[config.mk]
export PLATFORM = sky130hd
export DESIGN_NAME = adtr_trim_bank
export DESIGN_NICKNAME = d
export VERILOG_FILES = /design/src/logic/adtr_pkg.sv /design/src/logic/adtr_fuse_loader.sv /design/src/logic/adtr_trim_bank.sv
export SDC_FILE = /design/constraint.sdc
export NUM_CORES = 1
export LEC_CHECK = 0
export BUFFER_PORTS_ARGS = -buffer_cell sky130_fd_sc_hd__clkbuf_2
export CAP_MARGIN = 40
export CORE_MARGIN = 4
export CORE_UTILIZATION = 40
export DETAILED_ROUTE_END_ITERATION = 7
export PLACE_DENSITY_LB_ADDON = 0.2
export SYNTH_ARGS = -nofsm -noshare
export SYNTH_HDL_FRONTEND = slang
export SYNTH_SLANG_ARGS = --single-unit
export TNS_END_PERCENT = 20
[constraint.sdc]
create_clock -name clk_sys_i -period 1.6 [get_ports clk_sys_i]
set_input_delay 0.08 -clock clk_sys_i [delete_from_list [all_inputs] [get_ports clk_sys_i]]
set_output_delay 0.08 -clock clk_sys_i [all_outputs]
set_load 0.01 [all_outputs]
[src/logic/adtr_pkg.sv]
// adtr_pkg: register map, field layout and reset values of the trim bank
package adtr_pkg;
  // ***************************************************
  // bus geometry
  // ***************************************************
  localparam int ADDR_W = 12;
  localparam int DATA_W = 32;
  localparam int IDX_W = 10;

  // ***************************************************
  // register indices, byte address is four times the index
  // ***************************************************
  localparam logic [IDX_W-1:0] IDX_A_INA = 10'h348;
  localparam logic [IDX_W-1:0] IDX_A_INB = 10'h34A;
  localparam logic [IDX_W-1:0] IDX_B_INA = 10'h34C;
  localparam logic [IDX_W-1:0] IDX_B_INB = 10'h34E;
  localparam logic [IDX_W-1:0] IDX_G0 = 10'h350;
  localparam logic [IDX_W-1:0] IDX_G1 = 10'h351;
  localparam logic [IDX_W-1:0] IDX_CTRL = 10'h3F0;
  localparam logic [IDX_W-1:0] IDX_STAT = 10'h3F1;

  // ***************************************************
  // field layout
  // ***************************************************
  localparam int OFS_W = 12;
  localparam int OFS_REG_W = 16;
  localparam int GAIN_W = 5;
  localparam int GAIN_REG_W = 8;
  localparam int CTRL_FGCAL_BIT = 0;
  localparam int CTRL_DUAL_BIT = 1;
  localparam int CTRL_RELOAD_BIT = 2;
  localparam int STAT_BUSY_BIT = 0;
  localparam int STAT_DONE_BIT = 1;

  // ***************************************************
  // reset values
  // ***************************************************
  localparam logic [OFS_REG_W-1:0] OFS_RST = 16'h0000;
  localparam logic [GAIN_REG_W-1:0] GAIN_RST = 8'h00;
  localparam logic [DATA_W-1:0] RDATA_RST = 32'h0000_0000;

  // ***************************************************
  // fuse storage slots
  // ***************************************************
  localparam int FUSE_AW = 3;
  localparam logic [FUSE_AW-1:0] SLOT_A_INA = 3'h0;
  localparam logic [FUSE_AW-1:0] SLOT_A_INB = 3'h1;
  localparam logic [FUSE_AW-1:0] SLOT_B_INA = 3'h2;
  localparam logic [FUSE_AW-1:0] SLOT_B_INB = 3'h3;
  localparam logic [FUSE_AW-1:0] SLOT_G0 = 3'h4;
  localparam logic [FUSE_AW-1:0] SLOT_G1 = 3'h5;
  localparam logic [FUSE_AW-1:0] SLOT_LAST = 3'h5;
endpackage

[src/logic/adtr_fuse_loader.sv]
// adtr_fuse_loader: walks the fuse slots and hands each default to the bank
`timescale 1ns/1ps
module adtr_fuse_loader (
  input wire logic clk_sys_i,                              // system clock
  input wire logic srst_i,                                 // sync reset, high
  input wire logic start_i,                                // pulse: reload all slots
  input wire logic fuse_ack_i,                             // fuse word valid
  input wire logic [15:0] fuse_data_i,                     // fuse word
  output logic fuse_req_o,                                 // fuse read request
  output logic [adtr_pkg::FUSE_AW-1:0] fuse_addr_o,        // fuse slot
  output logic ld_vld_o,                                   // pulse: load default
  output logic [adtr_pkg::FUSE_AW-1:0] ld_idx_o,           // slot being loaded
  output logic [15:0] ld_data_o,                           // default value
  output logic busy_o,                                     // walk in progress
  output logic done_o                                      // walk completed
);
  typedef enum logic {ST_IDLE, ST_REQ} adtr_ld_state_t;

  typedef struct packed {
    adtr_ld_state_t state;
    logic [adtr_pkg::FUSE_AW-1:0] idx;
    logic req;
    logic ld_vld;
    logic [adtr_pkg::FUSE_AW-1:0] ld_idx;
    logic [15:0] ld_data;
    logic done;
  } adtr_ld_t;

  adtr_ld_t r;
  adtr_ld_t r_nxt;

  always_comb begin
    r_nxt = r;
    r_nxt.ld_vld = 1'b0;
    unique case (r.state)
      ST_IDLE: begin
        if (start_i) begin
          r_nxt.state = ST_REQ;
          r_nxt.idx = '0;
          r_nxt.req = 1'b1;
          r_nxt.done = 1'b0;
        end
      end
      ST_REQ: begin
        if (fuse_ack_i) begin
          r_nxt.ld_vld = 1'b1;
          r_nxt.ld_idx = r.idx;
          r_nxt.ld_data = fuse_data_i;
          if (r.idx == adtr_pkg::SLOT_LAST) begin
            r_nxt.state = ST_IDLE;
            r_nxt.req = 1'b0;
            r_nxt.done = 1'b1;
          end else begin
            r_nxt.idx = r.idx + 3'h1;
          end
        end
      end
    endcase
  end

  // walk starts by itself after reset
  always_ff @(posedge clk_sys_i) begin
    if (srst_i) begin
      r <= '{state: ST_REQ, idx: 3'h0, req: 1'b1, ld_vld: 1'b0,
             ld_idx: 3'h0, ld_data: 16'h0000, done: 1'b0};
    end else begin
      r <= r_nxt;
    end
  end

  assign fuse_req_o = r.req;
  assign fuse_addr_o = r.idx;
  assign ld_vld_o = r.ld_vld;
  assign ld_idx_o = r.ld_idx;
  assign ld_data_o = r.ld_data;
  assign busy_o = r.req;
  assign done_o = r.done;
endmodule

[src/logic/adtr_trim_bank.sv]
// adtr_trim_bank: offset and fine gain trim registers with trim selection
//
// How it works
// - core A single-mode input A uses its trim
// - core A input B, 90-degree phase uses 0x34A
// - core B input A uses 0x34C, any mode
// - core B input B uses 0x34E, any mode
// - dual mode bank 0 gain from 0x350 bits 4:0
// - dual mode bank 1 gain from 0x351 bits 4:0
// - core B offsets default from fuse storage
// - 0x34A defaults from fuse, always readable, writable
`timescale 1ns/1ps
module adtr_trim_bank (
  input wire logic clk_sys_i,                              // 125 MHz system clock
  input wire logic srst_i,                                 // sync reset, high
  input wire logic [adtr_pkg::ADDR_W-1:0] paddr_i,         // apb byte address
  input wire logic psel_i,                                 // apb select
  input wire logic penable_i,                              // apb access phase
  input wire logic pwrite_i,                               // apb write
  input wire logic [adtr_pkg::DATA_W-1:0] pwdata_i,        // apb write data
  input wire logic [3:0] pstrb_i,                          // apb byte strobes
  output logic [adtr_pkg::DATA_W-1:0] prdata_o,            // apb read data
  output logic pready_o,                                   // apb ready
  output logic pslverr_o,                                  // apb error
  input wire logic core_a_samp_inb_i,                      // core A samples second input
  input wire logic core_b_samp_inb_i,                      // core B samples second input
  input wire logic core_a_bank_i,                          // core A bank in use
  output logic fuse_req_o,                                 // fuse read request
  output logic [adtr_pkg::FUSE_AW-1:0] fuse_addr_o,        // fuse slot
  input wire logic fuse_ack_i,                             // fuse word valid
  input wire logic [15:0] fuse_data_i,                     // fuse word
  output logic [adtr_pkg::OFS_W-1:0] core_a_offset_o,      // applied core A offset
  output logic [adtr_pkg::OFS_W-1:0] core_b_offset_o,      // applied core B offset
  output logic [adtr_pkg::GAIN_W-1:0] core_a_gain_o,       // applied core A fine gain
  output logic trim_active_o                               // calibration trims applied
);
  // ***************************************************
  // state
  // ***************************************************
  typedef struct packed {
    logic [adtr_pkg::OFS_REG_W-1:0] core_a_offset_single_ina;
    logic [adtr_pkg::OFS_REG_W-1:0] core_a_offset_single_inb;
    logic [adtr_pkg::OFS_REG_W-1:0] core_b_offset_ina;
    logic [adtr_pkg::OFS_REG_W-1:0] core_b_offset_inb;
    logic [adtr_pkg::GAIN_REG_W-1:0] core_a_bank0_fine_gain_dual;
    logic [adtr_pkg::GAIN_REG_W-1:0] core_a_bank1_fine_gain_dual;
    logic fgcal;
    logic dual;
    logic reload;
    logic pready;
    logic pslverr;
    logic [adtr_pkg::DATA_W-1:0] prdata;
    logic [adtr_pkg::OFS_W-1:0] a_ofs;
    logic [adtr_pkg::OFS_W-1:0] b_ofs;
    logic [adtr_pkg::GAIN_W-1:0] a_gain;
    logic trim_active;
  } adtr_state_t;

  adtr_state_t s_r;
  adtr_state_t s_nxt;

  logic ld_vld;
  logic [adtr_pkg::FUSE_AW-1:0] ld_idx;
  logic [15:0] ld_data;
  logic ld_busy;
  logic ld_done;
  logic setup;
  logic wr_acc;
  logic [adtr_pkg::IDX_W-1:0] idx;

  // ***************************************************
  // fuse default loader
  // ***************************************************
  adtr_fuse_loader u_loader (
    .clk_sys_i(clk_sys_i),
    .srst_i(srst_i),
    .start_i(s_r.reload),
    .fuse_ack_i(fuse_ack_i),
    .fuse_data_i(fuse_data_i),
    .fuse_req_o(fuse_req_o),
    .fuse_addr_o(fuse_addr_o),
    .ld_vld_o(ld_vld),
    .ld_idx_o(ld_idx),
    .ld_data_o(ld_data),
    .busy_o(ld_busy),
    .done_o(ld_done)
  );

  // byte lane merge for the 16-bit offset registers
  function automatic logic [15:0] merge16(input logic [15:0] old, input logic [31:0] wd,
                                          input logic [3:0] strb);
    logic [15:0] res;
    res = old;
    if (strb[0]) begin
      res[7:0] = wd[7:0];
    end
    if (strb[1]) begin
      res[15:8] = wd[15:8];
    end
    return res;
  endfunction

  assign idx = paddr_i[adtr_pkg::ADDR_W-1:2];
  assign setup = psel_i && !penable_i;
  assign wr_acc = psel_i && penable_i && s_r.pready && pwrite_i && !s_r.pslverr;

  // ***************************************************
  // next state
  // ***************************************************
  always_comb begin
    s_nxt = s_r;
    s_nxt.reload = 1'b0;
    s_nxt.pready = setup;
    s_nxt.pslverr = 1'b0;
    // read data captured in setup so it leaves a flip-flop in access
    if (setup) begin
      s_nxt.prdata = adtr_pkg::RDATA_RST;
      unique case (idx)
        adtr_pkg::IDX_A_INA: s_nxt.prdata[15:0] = s_r.core_a_offset_single_ina;
        adtr_pkg::IDX_A_INB: s_nxt.prdata[15:0] = s_r.core_a_offset_single_inb;
        adtr_pkg::IDX_B_INA: s_nxt.prdata[15:0] = s_r.core_b_offset_ina;
        adtr_pkg::IDX_B_INB: s_nxt.prdata[15:0] = s_r.core_b_offset_inb;
        adtr_pkg::IDX_G0: s_nxt.prdata[7:0] = s_r.core_a_bank0_fine_gain_dual;
        adtr_pkg::IDX_G1: s_nxt.prdata[7:0] = s_r.core_a_bank1_fine_gain_dual;
        adtr_pkg::IDX_CTRL: begin
          s_nxt.prdata[adtr_pkg::CTRL_FGCAL_BIT] = s_r.fgcal;
          s_nxt.prdata[adtr_pkg::CTRL_DUAL_BIT] = s_r.dual;
        end
        adtr_pkg::IDX_STAT: begin
          s_nxt.prdata[adtr_pkg::STAT_BUSY_BIT] = ld_busy;
          s_nxt.prdata[adtr_pkg::STAT_DONE_BIT] = ld_done;
        end
        default: s_nxt.pslverr = 1'b1;
      endcase
    end
    // fuse defaults
    if (ld_vld) begin
      unique case (ld_idx)
        adtr_pkg::SLOT_A_INA: s_nxt.core_a_offset_single_ina = ld_data;
        adtr_pkg::SLOT_A_INB: s_nxt.core_a_offset_single_inb = ld_data;
        adtr_pkg::SLOT_B_INA: s_nxt.core_b_offset_ina = ld_data;
        adtr_pkg::SLOT_B_INB: s_nxt.core_b_offset_inb = ld_data;
        adtr_pkg::SLOT_G0: s_nxt.core_a_bank0_fine_gain_dual = ld_data[7:0];
        adtr_pkg::SLOT_G1: s_nxt.core_a_bank1_fine_gain_dual = ld_data[7:0];
        default: s_nxt.reload = 1'b0;
      endcase
    end
    // software write wins over a fuse load in the same cycle
    if (wr_acc) begin
      unique case (idx)
        adtr_pkg::IDX_A_INA: begin
          s_nxt.core_a_offset_single_ina =
            merge16(s_r.core_a_offset_single_ina, pwdata_i, pstrb_i);
        end
        adtr_pkg::IDX_A_INB: begin
          s_nxt.core_a_offset_single_inb =
            merge16(s_r.core_a_offset_single_inb, pwdata_i, pstrb_i);
        end
        adtr_pkg::IDX_B_INA: begin
          s_nxt.core_b_offset_ina = merge16(s_r.core_b_offset_ina, pwdata_i, pstrb_i);
        end
        adtr_pkg::IDX_B_INB: begin
          s_nxt.core_b_offset_inb = merge16(s_r.core_b_offset_inb, pwdata_i, pstrb_i);
        end
        adtr_pkg::IDX_G0: begin
          if (pstrb_i[0]) begin
            s_nxt.core_a_bank0_fine_gain_dual = pwdata_i[7:0];
          end
        end
        adtr_pkg::IDX_G1: begin
          if (pstrb_i[0]) begin
            s_nxt.core_a_bank1_fine_gain_dual = pwdata_i[7:0];
          end
        end
        adtr_pkg::IDX_CTRL: begin
          if (pstrb_i[0]) begin
            s_nxt.fgcal = pwdata_i[adtr_pkg::CTRL_FGCAL_BIT];
            s_nxt.dual = pwdata_i[adtr_pkg::CTRL_DUAL_BIT];
            s_nxt.reload = pwdata_i[adtr_pkg::CTRL_RELOAD_BIT];
          end
        end
        default: s_nxt.reload = s_nxt.reload;
      endcase
    end
    // ***************************************************
    // trim selection
    // ***************************************************
    s_nxt.trim_active = s_r.fgcal;
    s_nxt.a_ofs = '0;
    s_nxt.b_ofs = '0;
    if (s_r.fgcal && !s_r.dual) begin
      if (core_a_samp_inb_i) begin
        s_nxt.a_ofs = s_r.core_a_offset_single_inb[adtr_pkg::OFS_W-1:0];
      end else begin
        s_nxt.a_ofs = s_r.core_a_offset_single_ina[adtr_pkg::OFS_W-1:0];
      end
    end
    if (s_r.fgcal) begin
      if (core_b_samp_inb_i) begin
        s_nxt.b_ofs = s_r.core_b_offset_inb[adtr_pkg::OFS_W-1:0];
      end else begin
        s_nxt.b_ofs = s_r.core_b_offset_ina[adtr_pkg::OFS_W-1:0];
      end
    end
    s_nxt.a_gain = '0;
    if (s_r.dual) begin
      if (core_a_bank_i) begin
        s_nxt.a_gain = s_r.core_a_bank1_fine_gain_dual[adtr_pkg::GAIN_W-1:0];
      end else begin
        s_nxt.a_gain = s_r.core_a_bank0_fine_gain_dual[adtr_pkg::GAIN_W-1:0];
      end
    end
  end

  always_ff @(posedge clk_sys_i) begin
    if (srst_i) begin
      s_r <= '{core_a_offset_single_ina: adtr_pkg::OFS_RST,
               core_a_offset_single_inb: adtr_pkg::OFS_RST,
               core_b_offset_ina: adtr_pkg::OFS_RST,
               core_b_offset_inb: adtr_pkg::OFS_RST,
               core_a_bank0_fine_gain_dual: adtr_pkg::GAIN_RST,
               core_a_bank1_fine_gain_dual: adtr_pkg::GAIN_RST,
               fgcal: 1'b0, dual: 1'b0, reload: 1'b0, pready: 1'b0, pslverr: 1'b0,
               prdata: adtr_pkg::RDATA_RST, a_ofs: 12'h000, b_ofs: 12'h000,
               a_gain: 5'h00, trim_active: 1'b0};
    end else begin
      s_r <= s_nxt;
    end
  end

  assign prdata_o = s_r.prdata;
  assign pready_o = s_r.pready;
  assign pslverr_o = s_r.pslverr;
  assign core_a_offset_o = s_r.a_ofs;
  assign core_b_offset_o = s_r.b_ofs;
  assign core_a_gain_o = s_r.a_gain;
  assign trim_active_o = s_r.trim_active;
endmodule

==> flow_summary.json, run 1 <==
{
  "status": "finished, violations left",
  "violations": "setup timing",
  "syn_area_sq_um": 8050,
  "clk_pin_slew_worst_paths_ns": 0.06,
  "hold_viol": 0,
  "met3_length_um": 2280,
  "row_count": 51,
  "pin_count": 141,
  "crit_chain": "and4b_2 > nand4_4 > nor4_4 > buf_6 > buf_4 > clkbuf_16 > a211oi_1",
  "antenna_found_initial": 0,
  "die_area_sq_um": 22500,
  "synth.distinct_cells": 50,
  "track_usage": 0.228,
  "wl_met1_um": 12000,
  "ant_nets": 0,
  "ys_ff_latch": 157,
  "min_period_over_period": 1.07,
  "antenna_cells": 0,
  "report.final.slew_viol_count": 0,
  "layout_min_cycle_time_ns": 1.71,
  "drt-vias-per-instance": 5.52,
  "clock_sinks": 157,
  "ys_seq_area_frac": 0.390,
  "ys.warnings.count": 0,
  "fin_cells": 1340,
  "top_layer": "met4",
  "wl_met2_um": 10900,
  "synthTopCellsByArea": "dfxtp_1 (39%), mux2i_1 (11%), buf_4 (6.7%)",
  "wire_per_inst_um": 19.2,
  "coreArea_sq_um": 19700,
  "cts_made_buffers": 17,
  "rsz0062_at_grt": "true",
  "grt_pass1_vias": 6842,
  "layout-drive-gt1-share": 0.262,
  "whs_path_depth": 3,
  "syn_to_final_growth_pct": 26.1,
  "synth.avg_cell_area_sq_um": 8.61,
  "powerDensity_nw_per_um2": 929,
  "worst_slack_ns": -0.107,
  "maxCapViolations": 0,
  "routed_wl_um": 25700,
  "grt_pass1_wl_um": 39800,
  "cts_buffer_depth": 2,
  "gp_congestion": 0.905,
  "synth_edf_count": 0,
  "post-place-cells": 1273,
  "synth_async_sr_flop_share": 0,
  "endpoint_kind": "register",
  "via_count": 7391,
  "ctsHtreeMaxLevel": 4,
  "cts_tree": "built",
  "hpwlAfterDp_um": 18000,
  "grt_max_degree": 93,
  "setup_viol": 49,
  "start_util": 0.410,
  "final_util": 0.516,
  "die_h_um": 150,
  "cp-start-kind": "register",
  "max_slew.worst_pin.slew_ns": 0.734,
  "synth_ff_type": "dfxtp_1",
  "worstPathRequired_ns": 1.90,
  "clock_latency_ns": 0.43,
  "synth_top_area_cell": "dfxtp_1",
  "r2r_cells": 7,
  "hp-class": "in2reg",
  "first_iter_violations": 774,
  "cpPeakStageDelay_ns": 0.32,
  "yosys.area.top_type_share": 0.390,
  "leakage_nw": 3.94,
  "overflow": 0,
  "ctsRootBufferMaster": "clkbuf_16",
  "skew_ns": 0.00651,
  "slowest_stage": "dfxtp_2",
  "relSlewSlack": 0.509,
  "dr.pass1.iters": 5,
  "nets": 1137,
  "crit_fanout": 8,
  "critPathKind": "reg2reg",
  "fmax_mhz": 586,
  "irDropWorstVdd_uv": 651,
  "syn_inst": 935,
  "drc": 0,
  "crit_arrival_ns": 2.01,
  "die_w_um": 150,
  "portBuffers": 104
}
per-layer routing:
layer	vias to the layer above	track usage
li1	3534	-
met1	3459	0.338
met2	350	0.333
met3	48	0.0451
met4	0	0.0727
met5	-	0
through the flow:
step | power (mW) | setup slack, ns | area (sq um) | TNS, ns | hold slack (ns)
final | 9.43 | -0.107 | 10100 | -3.20 | 0.0199
after global routing | 9.73 | -0.187 | 10100 | -7.02 | 0.0237
after CTS | 9.47 | -0.0684 | 9960 | -0.915 | 0.00611
after detailed placement | 4.73 | -0.187 | 8930 | -4.22 | 0.312
after global placement | 4.73 | -0.209 | 8930 | -3.58 | 0.311
after floorplan | 4.46 | -0.0577 | 8110 | -0.414 | 0.216
cells in the mapped netlist, drive strengths merged (12+ instances only):
cell type and instances:
dfxtp 157, nand2 109, buf 94, mux2i 86, nand3 79, nor2 65, a211oi 58, clkbuf 37
a21oi 36, a31oi 35, o21ai 34, nor2b 19, mux2 13, a22oi 12
cells in the final DEF, fill, tap and decap left out, drive strengths merged, types with 8 or more instances in the layout:
cell         netlist  layout
clkbuf            37     125
a31oi             35      35
o21ai             34      34
nor2b             19      19
a22oi             12      12
nand2b            10      10
conb               1      16
nor3               9       9
mux2i             86      86
nor2              65      65
dfxtp            157     157
nand2            109     109
a21oi             36      36
a211oi            58      58
inv               11      13
a311oi             8       8
buf               94      93
mux2              13      13
dlygate4sd3        0      26
nand3             79      79
cells by family after synthesis:
group / after synthesis / synth area share
other: 1 / 0.000466
flip-flops: 157 / 0.390
adder cells (fa/ha/maj): 2 / 0.00311
AO/OA/AOI/OAI: 197 / 0.159
XOR/XNOR: 1 / 0.00109
AND/OR/NAND/NOR: 330 / 0.202
buffers and inverters: 142 / 0.102
multiplexers: 105 / 0.142
state kept, by name, summed over array words and instances, names as in the netlist:
register / count
u_loader.ld_data_o: 16
core_a_offset_o: 12
u_loader.busy_o: 1
u_loader.r: 1
prdata_o: 16
pslverr_o: 1
trim_active_o: 1
core_b_offset_o: 12
pready_o: 1
u_loader.ld_vld_o: 1
core_a_gain_o: 5
u_loader.fuse_addr_o: 3
s_nxt: 1
s_r: 82
u_loader.done_o: 1
u_loader.ld_idx_o: 3
layout make-up:
cell class | instances | area, sq um
clock inverters | 12 | 230
fillers | 1896 | 9500
clock buffers | 20 | 457
multi-input cells | 651 | 4280
inverters | 11 | 41.3
flip-flops and latches | 157 | 3150
well taps | 265 | 332
repair buffers | 224 | 1670
worst max-delay path, delay by kind of cell, from the launching register on:
kind,cells,cell delay [ns]
AO/OA/AOI/OAI,1,0.07
buffers and inverters,3,0.50
flip-flops,1,0.32
AND/OR/NAND/NOR,3,0.69
final timing paths:
path | startpoint | to | slack [ns]
worst max-delay path | pslverr_o | s_r[136] | -0.11
worst min-delay path | pwdata_i[5] | s_r[120] | 0.02
worst min register to register | prdata_o[0] | prdata_o[0] | 0.45
worst max register to register | pslverr_o | s_r[136] | -0.11
power breakdown:
group,internal (mW),switching (mW)
Sequential,3.96,0.0758
Clock,3.03,1.69
Combinational,0.278,0.401
Total,7.26,2.17
timing repair:
action / in CTS / in global routing
hold buffers: 26 / 0
hold endpoints to repair: 42 / 0
setup endpoints to repair: 50 / 80
gates cloned: 1 / 3
resized for setup: 12 / 29
setup buffers: 2 / 3
pin swaps: 17 / 11
Power figures use the tool's default switching activity.
==> run 2: changes to the inputs <==
Settings changed: ABC_AREA set to 1, SETUP_SLACK_MARGIN set to 0.2, TNS_END_PERCENT 20 to unset.
==> run 2 against run 1 <==
The run ends with hold timing left; global-route usage grew 0.44 points; die area grew 5.3%; non-clock buffer count shrank 18; synthesized cell count grew 36%; synthesized area grew 5.6%; clock power shrank 16%; final cell count grew 24%; clock-buffer cell count shrank 3; cell area grew 4.2%; hold slack lost 0.027 ns.
==> flow_summary.json, run 2 <==
{
  "status": "finished, violations left",
  "violations": "hold timing",
  "rr_endpoint": "s_r[136]",
  "r2r_start": "u_loader.ld_vld_o",
  "antenna_cells": 0,
  "rrSetupSlack_ns": 0.10,
  "switching_share": 0.270,
  "pin_count": 141,
  "yosys.area.top_type_share": 0.370,
  "worstPathRequired_ns": 1.93,
  "rsz0062_at_grt": "true",
  "grt_max_degree": 101,
  "row_count": 53,
  "die_w_um": 154,
  "grt_pass1_vias": 7492,
  "drc": 0,
  "report.final.slew_viol_count": 0,
  "hold_viol": 1,
  "track_usage": 0.233,
  "wire_per_inst_um": 17.7,
  "min_period_over_period": 0.937,
  "layout_min_cycle_time_ns": 1.50,
  "pwr-share-seq": 0.459,
  "drt-vias-per-instance": 5.27,
  "max_slew.worst_pin.slew_ns": 0.568,
  "regMostFlops": "s_r",
  "portBuffers": 104,
  "synthTopCellsByArea": "dfxtp_1 (37%), nand2_1 (14%), o21ai_0 (11%)",
  "netSwitchingPower_mw": 2.38,
  "r2r_cells": 11,
  "ys_ff_latch": 157,
  "post-place-cells": 1590,
  "cp-start-kind": "register",
  "cts_tree": "built",
  "whs_path_depth": 3,
  "gp_congestion": 0.919,
  "yosysMostFrequentCell": "nand2_1",
  "cts_buffer_depth": 2,
  "first_iter_violations": 1108,
  "largest_register_ffs": 82,
  "final_cell_area_sq_um": 10600,
  "antenna_found_initial": 0,
  "syn_inst": 1268,
  "ys_seq_area_frac": 0.370,
  "synth_edf_count": 0,
  "maxCapViolations": 0,
  "crit_arrival_ns": 1.83,
  "clock_latency_ns": 0.44,
  "placed_area_sq_um": 9080,
  "setup_viol": 0,
  "holdWs_ns": -0.00675,
  "power.internal_mw": 6.41,
  "grt_pass1_wl_um": 43400,
  "coreArea_sq_um": 21000,
  "ctsHtreeMaxLevel": 4,
  "die_h_um": 154,
  "leakage_nw": 4.57,
  "critPathKind": "reg2reg",
  "cts_made_buffers": 17,
  "synth_ff_type": "dfxtp_1",
  "routed_wl_um": 29500,
  "powerDensity_nw_per_um2": 831,
  "ant_nets": 0,
  "endpoint_kind": "register",
  "synth_top_area_cell": "dfxtp_1",
  "synth.avg_cell_area_sq_um": 6.70,
  "fin_cells": 1668,
  "ys.warnings.count": 0,
  "overflow": 0,
  "combinationalPowerShare": 0.088,
  "fmax_mhz": 667,
  "hpwlAfterDp_um": 20300,
  "via_count": 8784,
  "layout-drive-gt1-share": 0.226,
  "die_area_sq_um": 23600,
  "start_util": 0.406,
  "hold_end": "u_loader.ld_data_o[11]",
  "synth_common_cells": "nand2_1 (326), o21ai_0 (191), dfxtp_1 (157), inv_1 (131), a21oi_1 (88)",
  "nets": 1456,
  "skew_ns": 0.0112,
  "ctsRootBufferMaster": "clkbuf_16",
  "hp-class": "in2reg",
  "synth.distinct_cells": 36,
  "layout_commonest_cell": "nand2_1",
  "dr.pass1.iters": 6,
  "worstHoldStart": "fuse_data_i[11]",
  "crit_fanout": 8,
  "final_cell_mix": "nand2_1 (304), dfxtp_1 (151), inv_1 (124)",
  "irDropWorstVdd_uv": 615,
  "clk_pin_slew_worst_paths_ns": 0.07,
  "pwr-share-clk": 0.452,
  "relSlewSlack": 0.621,
  "syn_to_final_growth_pct": 24.5,
  "synth_async_sr_flop_share": 0,
  "clock_sinks": 157,
  "syn_area_sq_um": 8500
}
## run 2: worst max-delay path: stages (launching register included)
cell and delay, ns:
dfxtp_2 0.33, inv_2 0.04, nor2_4 0.16, buf_12 0.15, nand2_4 0.09, buf_12 0.16, nand2_1 0.05, o21ai_0 0.07
nand2_1 0.07, o21ai_0 0.09, o21ai_1 0.13, inv_1 0.04
## run 2: worst max-delay path by stage
stage / startpoint / end / slack, ns / cells past startpoint
6_report: u_loader.ld_vld_o / s_r[136] / 0.10 / 11
3_5_place_dp: pslverr_o / s_r[107] / 0.004 / 9
2_1_floorplan: pslverr_o / s_r[141] / 0.21 / 7
4_1_cts: pslverr_o / s_r[76] / 0.15 / 7
5_1_grt: u_loader.ld_vld_o / s_r[131] / -0.01 / 11
3_3_place_gp: pslverr_o / s_r[108] / 0.02 / 9
## run 2: kinds of logic after synthesis
| logic type | count (synthesis) | share of synthesized area |
|---|---|---|
| and+or+nand+nor | 503 | 0.258 |
| buffers and inverters | 271 | 0.159 |
| DFF | 157 | 0.370 |
| other | 1 | 0.000441 |
| adders and majority gates | 2 | 0.00294 |
| AOI/OAI and AO/OA | 334 | 0.210 |
## run 2: per-layer routing
layer	up-vias	part of all wire	wire length, um	global-route usage
li1	4270	-	-	-
met5	-	0	0	0
met3	60	0.11	3190	0.0557
met2	477	0.41	12200	0.333
met1	3977	0.45	13300	0.351
met4	0	0.027	788	0.0593
## run 2: final cells by class
type                            instances  area (sq um)
Fill cell                            2120         10400
Multi-Input combinational cell        857          4370
Sequential cell                       157          3160
Timing Repair Buffer                  206          1600
Inverter                              142           552
Clock buffer                           17           425
Tap cell                              275           344
Clock inverter                         14           136
## run 2: power by group through the flow
stage,Sequential (mW),Combinational (mW),Clock [mW]
floorplan,4.10,0.407,0
global placement,4.11,0.619,0
detailed placement,4.11,0.623,0
CTS,4.03,0.679,4.01
global route,4.04,0.846,4.19
finish,4.04,0.777,3.97
## run 2: repair_timing
| action | in CTS | in global routing |
|---|---|---|
| buffers inserted | 3 | 10 |
| hold buffers | 24 | 0 |
| endpoints found under the hold margin | 38 | 0 |
| gates cloned | 2 | 8 |
| resized for setup | 37 | 146 |
| endpoints found under the setup margin | 78 | 82 |
| pin swaps | 12 | 50 |
## run 2: per-stage QoR
stage          utilization  total power, mW  setup slack [ns]  TNS, ns
2_1_floorplan            -             4.51             0.211        0
3_3_place_gp         0.433             4.73            0.0230        0
3_5_place_dp         0.433             4.74           0.00428        0
4_1_cts              0.477             8.72             0.155        0
5_1_grt              0.505             9.08           -0.0136  -0.0458
6_report             0.505             8.79             0.101        0
